===== src/core/rxw_pkg.sv =====
package rxw_pkg;
  // Instruction codes: restart 10 bits, swap opcodes the upper 6 of 10 bits
  localparam logic [9:0] WATCHDOG_RESTART_CODE = 10'h2a0;
  localparam logic [5:0] SWAP_OPC      = 6'h2d;
  localparam logic [5:0] SWAP_DEC_OPC  = 6'h2f;
  localparam logic [5:0] SWAP_INC_OPC  = 6'h2e;
  // Watchdog disable code, a value of our own choosing
  localparam logic [9:0] WATCHDOG_DISABLE_CODE = 10'h29c;
  // Field positions
  localparam int OPC_LSB = 4;
  localparam int IMM_MSB = 3;
  // Reset values
  localparam logic [3:0] ACC_RST  = 4'h0;
  localparam logic [3:0] FILE_RST = 4'h0;
  localparam logic [3:0] DIG_RST  = 4'h0;
  // Skip values
  localparam logic [3:0] DEC_WRAP = 4'hf;
  localparam logic [3:0] INC_WRAP = 4'h0;
  // Memory
  localparam int RAM_DEPTH = 256;
  localparam int RAM_AW    = 8;
endpackage


===== src/core/rxw_core.sv =====
// Operation
// RULE_01: Restart skips next op when expiry flag is set, then clears flag.
// RULE_02: Swap acc with RAM at data pointer; file pointer XOR immediate.
// RULE_03: Swap-decrement also swaps, XORs and lowers digit pointer mod 16.
// RULE_04: Swap-decrement skips next op when decremented digit pointer is 15.
// RULE_05: Swap-decrement is recognised by code 2Fj, immediate in low nibble.
// RULE_06: Swap-increment also raises digit pointer mod 16, skips on 0.
// RULE_07: Swap-increment is recognised by code 2Ej, immediate in low nibble.
// RULE_08: Restart directly after disable stops the watchdog function.
`timescale 1ns/100ps
module rxw_core (
  // Clock and reset
  input  wire logic       clk,
  input  wire logic       rstn,
  // Instruction issue
  input  wire logic       op_valid,
  input  wire logic [9:0] op_code,
  // Watchdog expiry event from the counter
  input  wire logic       wdog_expire,
  // Architectural state
  output logic      [3:0] acc_r,
  output logic      [3:0] file_ptr_r,
  output logic      [3:0] digit_ptr_r,
  output logic            watchdog_expiry_flag_r,
  output logic            watchdog_run_r,
  output logic            skip_r,
  output logic            busy_r
);
  // ----------------------------------------------------------------
  // State
  // ----------------------------------------------------------------
  typedef enum logic [1:0] {
    ST_IDLE = 2'b01,
    ST_SWAP = 2'b10
  } rxw_state_t;

  rxw_state_t st_r;
  rxw_state_t st_nxt;
  logic [5:0] op_lat_r;
  logic [3:0] imm_r;
  logic       prev_dis_r;
  logic [3:0] ram_rdata;

  // ----------------------------------------------------------------
  // Decode
  // ----------------------------------------------------------------
  wire [5:0] opc  = op_code[9:rxw_pkg::OPC_LSB];
  wire [3:0] imm  = op_code[rxw_pkg::IMM_MSB:0];
  wire take       = op_valid && (st_r == ST_IDLE);
  wire is_rst     = take && (op_code == rxw_pkg::WATCHDOG_RESTART_CODE);
  wire is_dis     = take && (op_code == rxw_pkg::WATCHDOG_DISABLE_CODE);
  wire is_swap    = take && (opc == rxw_pkg::SWAP_OPC);
  wire is_dec     = take && (opc == rxw_pkg::SWAP_DEC_OPC); // [RULE_05]
  wire is_inc     = take && (opc == rxw_pkg::SWAP_INC_OPC); // [RULE_07]
  wire any_swap   = is_swap || is_dec || is_inc;
  wire [7:0] addr = {file_ptr_r, digit_ptr_r};

  // Digit pointer moves only in the finishing cycle, so addr holds
  wire [3:0] dig_dec = digit_ptr_r - 4'h1; // [RULE_03]
  wire [3:0] dig_inc = digit_ptr_r + 4'h1; // [RULE_06]
  wire fin          = (st_r == ST_SWAP);
  wire fin_dec      = fin && (op_lat_r == rxw_pkg::SWAP_DEC_OPC);
  wire fin_inc      = fin && (op_lat_r == rxw_pkg::SWAP_INC_OPC);
  wire [3:0] dig_nxt = fin_dec ? dig_dec : (fin_inc ? dig_inc : digit_ptr_r);
  wire skip_dec     = fin_dec && (dig_dec == rxw_pkg::DEC_WRAP); // [RULE_04]
  wire skip_inc     = fin_inc && (dig_inc == rxw_pkg::INC_WRAP); // [RULE_06]
  wire skip_rst     = is_rst && watchdog_expiry_flag_r; // [RULE_01]

  always_comb begin
    st_nxt = st_r;
    unique case (st_r)
      ST_IDLE: begin
        if (any_swap) begin
          st_nxt = ST_SWAP;
        end
      end
      // Finishing cycle; the op offered now is dropped, not queued
      ST_SWAP: begin
        st_nxt = ST_IDLE;
      end
      default: begin
        st_nxt = ST_IDLE;
      end
    endcase
  end

  // ----------------------------------------------------------------
  // RAM; read takes one cycle, write happens at the finishing cycle
  // ----------------------------------------------------------------
  rxw_ram #(.DW(4), .AW(rxw_pkg::RAM_AW)) u_ram (
    .clk   (clk),
    .we    (fin),
    .addr  (addr),
    .wdata (acc_r),
    .rdata (ram_rdata)
  );

  // ----------------------------------------------------------------
  // Registers
  // ----------------------------------------------------------------
  always_ff @(posedge clk or negedge rstn) begin
    if (!rstn) begin
      st_r        <= ST_IDLE;
      op_lat_r    <= 6'h00;
      imm_r       <= 4'h0;
      acc_r       <= rxw_pkg::ACC_RST;
      file_ptr_r  <= rxw_pkg::FILE_RST;
      digit_ptr_r <= rxw_pkg::DIG_RST;
      skip_r      <= 1'b0;
      busy_r      <= 1'b0;
    end else begin
      st_r        <= st_nxt;
      busy_r      <= any_swap;
      skip_r      <= skip_rst || skip_dec || skip_inc;
      digit_ptr_r <= dig_nxt;
      if (any_swap) begin
        op_lat_r <= opc;
        imm_r    <= imm;
      end
      if (fin) begin
        acc_r      <= ram_rdata; // [RULE_02]
        file_ptr_r <= file_ptr_r ^ imm_r; // [RULE_02]
      end
    end
  end

  // Expiry set wins over the restart clear
  always_ff @(posedge clk or negedge rstn) begin
    if (!rstn) begin
      watchdog_expiry_flag_r <= 1'b0;
      watchdog_run_r         <= 1'b1;
      prev_dis_r             <= 1'b0;
    end else begin
      if (take) begin
        prev_dis_r <= is_dis;
      end
      if (wdog_expire && watchdog_run_r) begin
        watchdog_expiry_flag_r <= 1'b1;
      end else if (skip_rst) begin
        watchdog_expiry_flag_r <= 1'b0; // [RULE_01]
      end
      if (is_rst && prev_dis_r) begin
        watchdog_run_r <= 1'b0; // [RULE_08]
      end
    end
  end

  // ----------------------------------------------------------------
  // Checks
  // ----------------------------------------------------------------
  a_restart_skip: assert property ( // [RULE_01]
    @(posedge clk) disable iff (!rstn)
    is_rst |=> (skip_r == $past(watchdog_expiry_flag_r)))
    else $error("restart skip wrong");

  a_restart_clear: assert property ( // [RULE_01]
    @(posedge clk) disable iff (!rstn)
    (skip_rst && !wdog_expire) |=> !watchdog_expiry_flag_r)
    else $error("flag not cleared");

  a_expire_set: assert property ( // [RULE_01]
    @(posedge clk) disable iff (!rstn)
    (wdog_expire && watchdog_run_r) |=> watchdog_expiry_flag_r)
    else $error("expiry not flagged");

  // Unwritten RAM words read unknown, so identity is compared here
  a_swap_acc: assert property ( // [RULE_02]
    @(posedge clk) disable iff (!rstn)
    any_swap |=> ##1 (acc_r === $past(ram_rdata)))
    else $error("acc not loaded from ram");

  a_swap_xor: assert property ( // [RULE_02]
    @(posedge clk) disable iff (!rstn)
    any_swap |-> ##2
      (file_ptr_r == ($past(file_ptr_r, 2) ^ $past(imm, 2))))
    else $error("file pointer xor wrong");

  a_plain_hold: assert property ( // [RULE_02]
    @(posedge clk) disable iff (!rstn)
    is_swap |-> ##2 (digit_ptr_r == $past(digit_ptr_r, 2)))
    else $error("plain swap moved digit pointer");

  a_busy_refuse: assert property ( // [RULE_02]
    @(posedge clk) disable iff (!rstn)
    (busy_r && op_valid) |=> !busy_r)
    else $error("op taken while busy");

  a_dec_step: assert property ( // [RULE_03]
    @(posedge clk) disable iff (!rstn)
    is_dec |-> ##2 (digit_ptr_r == $past(digit_ptr_r, 2) - 4'h1))
    else $error("decrement wrong");

  a_dec_skip: assert property ( // [RULE_04]
    @(posedge clk) disable iff (!rstn)
    is_dec |-> ##2 (skip_r == (digit_ptr_r == 4'hf)))
    else $error("decrement skip wrong");

  a_dec_decode: assert property ( // [RULE_05]
    @(posedge clk) disable iff (!rstn)
    (take && op_code[9:4] == 6'h2f) |=> busy_r)
    else $error("2Fj not decoded");

  a_inc_skip: assert property ( // [RULE_06]
    @(posedge clk) disable iff (!rstn)
    is_inc |-> ##2 ((skip_r == (digit_ptr_r == 4'h0)) &&
      (digit_ptr_r == $past(digit_ptr_r, 2) + 4'h1)))
    else $error("increment wrong");

  a_inc_decode: assert property ( // [RULE_07]
    @(posedge clk) disable iff (!rstn)
    (take && op_code[9:4] == 6'h2e) |=> (st_r == ST_SWAP))
    else $error("2Ej not decoded");

  a_wdog_stop: assert property ( // [RULE_08]
    @(posedge clk) disable iff (!rstn)
    (is_rst && prev_dis_r) |=> !watchdog_run_r)
    else $error("watchdog not stopped");

  a_stop_hold: assert property ( // [RULE_08]
    @(posedge clk) disable iff (!rstn)
    !watchdog_run_r |=> !watchdog_run_r)
    else $error("watchdog restarted");

  a_stop_mask: assert property ( // [RULE_08]
    @(posedge clk) disable iff (!rstn)
    (!watchdog_run_r && !watchdog_expiry_flag_r) |=>
      !watchdog_expiry_flag_r)
    else $error("expiry flagged while stopped");
endmodule // rxw_core


===== src/core/rxw_ram.sv =====
`timescale 1ns/100ps
module rxw_ram #(
  parameter int DW = 4,
  parameter int AW = 8
) (
  input  wire logic          clk,
  input  wire logic          we,
  input  wire logic [AW-1:0] addr,
  input  wire logic [DW-1:0] wdata,
  output logic      [DW-1:0] rdata
);
  logic [DW-1:0] mem [2**AW];

  // Refuse sizes the array cannot sensibly hold
  if (DW < 1 || AW < 1 || AW > 12) begin : g_size_check
    $error("rxw_ram: unsupported size");
  end

  // Registered read: old word appears the cycle after addr
  always_ff @(posedge clk) begin
    if (we) begin
      mem[addr] <= wdata;
    end
    rdata <= mem[addr];
  end
endmodule // rxw_ram


===== config.mk =====
export PLATFORM = sky130hd
export DESIGN_NAME = rxw_core
export DESIGN_NICKNAME = d
export VERILOG_FILES = /design/src/core/rxw_pkg.sv /design/src/core/rxw_core.sv /design/src/core/rxw_ram.sv
export SDC_FILE = /design/constraint.sdc
export NUM_CORES = 1
export LEC_CHECK = 0
export BUFFER_PORTS_ARGS = -buffer_cell sky130_fd_sc_hd__clkbuf_2
export CORE_UTILIZATION = 60
export DETAILED_ROUTE_END_ITERATION = 12
export MAX_ROUTING_LAYER = met4
export PLACE_DENSITY = 0.87
export SYNTH_ARGS = -nofsm -noshare
export SYNTH_HDL_FRONTEND = slang
export SYNTH_SLANG_ARGS = --single-unit

===== constraint.sdc =====
create_clock -name clk -period 8.5 [get_ports clk]
set_input_delay 0.85 -clock clk [delete_from_list [all_inputs] [get_ports clk]]
set_output_delay 0.85 -clock clk [all_outputs]
set_load 0.01 [all_outputs]

==> out/results.ini <==
[run_status]
status=finished clean

[logic_synthesis]
yosys-top-cells-area=edfxtp_1 (75%), mux4_2 (14%), nor2_1 (2.4%)
synth_edf_count=1024
syn_avg_cell_area_sq_um=20.16
netlist.area_leader.share_pct=74.69
synth.distinct_cells=42
synth_compound_area_share_pct=3.635
synth_nets=2062
synth_seq_area_share_pct=76.65
syn_inst=2042
synth-main-ff-cell=edfxtp_1
yosys_warnings=0
yosys.area.top_type=edfxtp_1
ys_ff_latch=1057
syn_area_sq_um=41170
muxShareOfSynthArea_pct=14.33
synthArstFlopShare_pct=2.744
synth_xor_area_share_pct=0.1702
synth_commonest_cells=edfxtp_1 (1024), nor2_1 (261), mux4_2 (256), a22oi_1 (128), clkbuf_1 (91)
synth_top_family_by_area=multiplexers
synthSimpleGateAreaFrac_pct=3.373
synth-adder-area-share_pct=0.1823
synth_most_common_cell=edfxtp_1

[cells_and_area]
antenna_cells=0
final_nets=2076
drive_above_1_share_pct=23.01
fill_cells=3806
syn_to_final_growth_pct=9.853

[power_and_ir_drop]
p_per_area_nw_per_um2=223.8
p_total_mw=10.12
vdd_ir_drop_max_v=0.0002347
p_int_mw=8.117
pwr-share-seq_pct=56.1
p_leak_nw=13.46
comb_power_share_pct=0.6
clkPwrFrac_pct=43.3
p_sw_mw=2.004
switching_share_pct=19.80

[job]
maxCapViolations=0

[clocking]
hold_buffers=0
cts.path.max_buffers=3
cts-root-buf=clkbuf_16
cts.sinks=1057
cts_tree=yes
cts_made_buffers=96
cts_setup_buffers=0
insertion_delay_ns=0.69
post_cts_resize_count=0
path_clk_slew_ns=0.07
h-tree-depth=3

[sta]
fin_tns_setup_ns=0
fmax_mhz=220.1
hold_viol_final=0
setup_viol=0
finalClockSkew_ns=0.03761
timing.final.crit_share_pct=53.46
rsz0062_at_grt=false
maxSlewViolCount=0
relSlewSlack_pct=13.56
period_needed_ns=4.544
tightest_slew_ns=1.280

[global_routing]
antenna_found_initial=0
grt_max_degree=211
grt_pass1_vias=22138
track_usage_pct=31.36
overflow=0
grt_pass1_wl_microns=150900

[worst_setup_path]
crit_fanout=84
start_kind=flop
rrSetupSlack_ns=3.96
critPathArrivalTime_ns=5.02
cpPeakStageDelay_ns=1.15
cp_slowest_cell=o41ai_1
crit_chain=buf_4 -> mux4_2 -> a22oi_1 -> a21oi_1 -> o41ai_1 -> nand4_1
crit_required_ns=8.98
cp-end-kind=flop
crit_type=reg -> reg

[detailed_routing]
wl_microns=105100
route.detailed.drc=0
drt_first_pass_iters=6
vias=21949
viasPerCell=7.299
wl_per_cell_microns=34.96
first_iter_violations=3004
ant_nets=0

[worst_hold_path]
hold_class=in -> async

[die]
coreArea_sq_um=67510
num_rows=95
die_h_microns=263.9
die_area_sq_um=69670
die_x_microns=263.9
initial_core_util_pct=60.98
boundaryPins=30

[place]
port_buffers=29
dp_hpwl_microns=51640
gp_congestion=0.8246

## worst max-delay path: cells and delay by family (launching register included)
kind                   cells  cell delay, ns
muxes                      1            0.47
buffers and inverters      1            1.03
AOI/OAI and AO/OA          3            1.53
DFF                        1            0.93
and+or+nand+nor            1            0.29
## area by class of cell
cell class	instances	area (sq um)	share of cell area (%)
sequential	1057	31580	69.83
inverter	4	15.01	0.03320
multi-input combinational	841	9016	19.94
clock buffer	120	2545	5.627
clock inverter	56	581.8	1.286
timing repair buffer	56	395.4	0.8742
tap	873	1092	2.415
## per-layer routing
layer  wire length (microns)  share of wire (%)  vias to the layer above  GRT usage [%]
met2                   52230                 50                     2020          50.35
met3                   12010                 11                      444          6.376
met1                   33680                 32                    11101          37.15
met5                       0                  0                        -              -
met4                    7196                6.8                        0          18.43
li1                        -                  -                     8384              -
## power by group through the flow
| stage | Combinational, mW | Clock [mW] | Sequential, mW |
|---|---|---|---|
| after floorplan | 0.0263 | 0 | 5.79 |
| after global placement | 0.0570 | 0 | 5.79 |
| after detailed placement | 0.0596 | 0 | 5.79 |
| after CTS | 0.0621 | 4.39 | 5.68 |
| after global routing | 0.0654 | 4.55 | 5.67 |
| final | 0.0628 | 4.38 | 5.68 |
## cells by family (layout without fill, tap and decap cells)
kind of cell / Yosys count / in the layout
fa+ha+maj: 6 / 6
buf+inv: 144 / 236
mux: 268 / 268
compound gates: 221 / 221
simple gates: 338 / 338
flops: 1057 / 1057
xor+xnor: 8 / 8
## sequential cells by signal (all words and copies together), names as in the netlist
register / count
prev_dis_r: 1
skip_r: 1
st_r: 2
op_lat_r: 6
busy_r: 1
u_ram.rdata: 4
u_ram.mem: 1024
acc_r: 4
watchdog_expiry_flag_r: 1
digit_ptr_r: 4
watchdog_run_r: 1
imm_r: 4
file_ptr_r: 4
## placed cells by master (no fill, tap or decap), drive strengths merged, types with 7 or more instances in the layout
| cell type | count |
|---|---|
| mux4 | 256 |
| nand3 | 22 |
| a22oi | 128 |
| buf | 27 |
| clkbuf | 149 |
| clkinv | 38 |
| nor2 | 261 |
| a21oi | 66 |
| dfrtp | 27 |
| bufinv | 10 |
| edfxtp | 1024 |
| xnor2 | 7 |
| nand2 | 24 |
| o41ai | 16 |
| nor2b | 8 |
| mux2 | 11 |
| o21ai | 7 |
## metrics by stage
stage	instance area, sq um	util (%)	std cells	hold WS, ns	setup slack, ns
after floorplan	41170	-	2042	0.3830	4.410
after global placement	42090	62.35	2830	0.3992	4.134
after detailed placement	42100	62.36	2831	0.4149	4.142
after CTS	45230	66.99	3007	0.2400	4.071
after global routing	45230	66.99	3007	0.2994	3.842
final	45230	66.99	3007	0.2434	3.956
## worst paths after layout
check                                           start  cells past startpoint                            endpoint
setup reg to reg           digit_ptr_r[1]$_DFFE_PN0P_                      6              u_ram.rdata[1]$_DFF_P_
max in group asynchronous                        rstn                      1          digit_ptr_r[1]$_DFFE_PN0P_
hold reg to reg                prev_dis_r$_DFFE_PN0P_                      1          watchdog_run_r$_DFFE_PN1P_
hold / removal                                   rstn                      1              prev_dis_r$_DFFE_PN0P_
setup / recovery           digit_ptr_r[1]$_DFFE_PN0P_                      6              u_ram.rdata[1]$_DFF_P_
min in group clk                          wdog_expire                      3  watchdog_expiry_flag_r$_DFFE_PN0P_
Power figures use the tool's default switching activity.
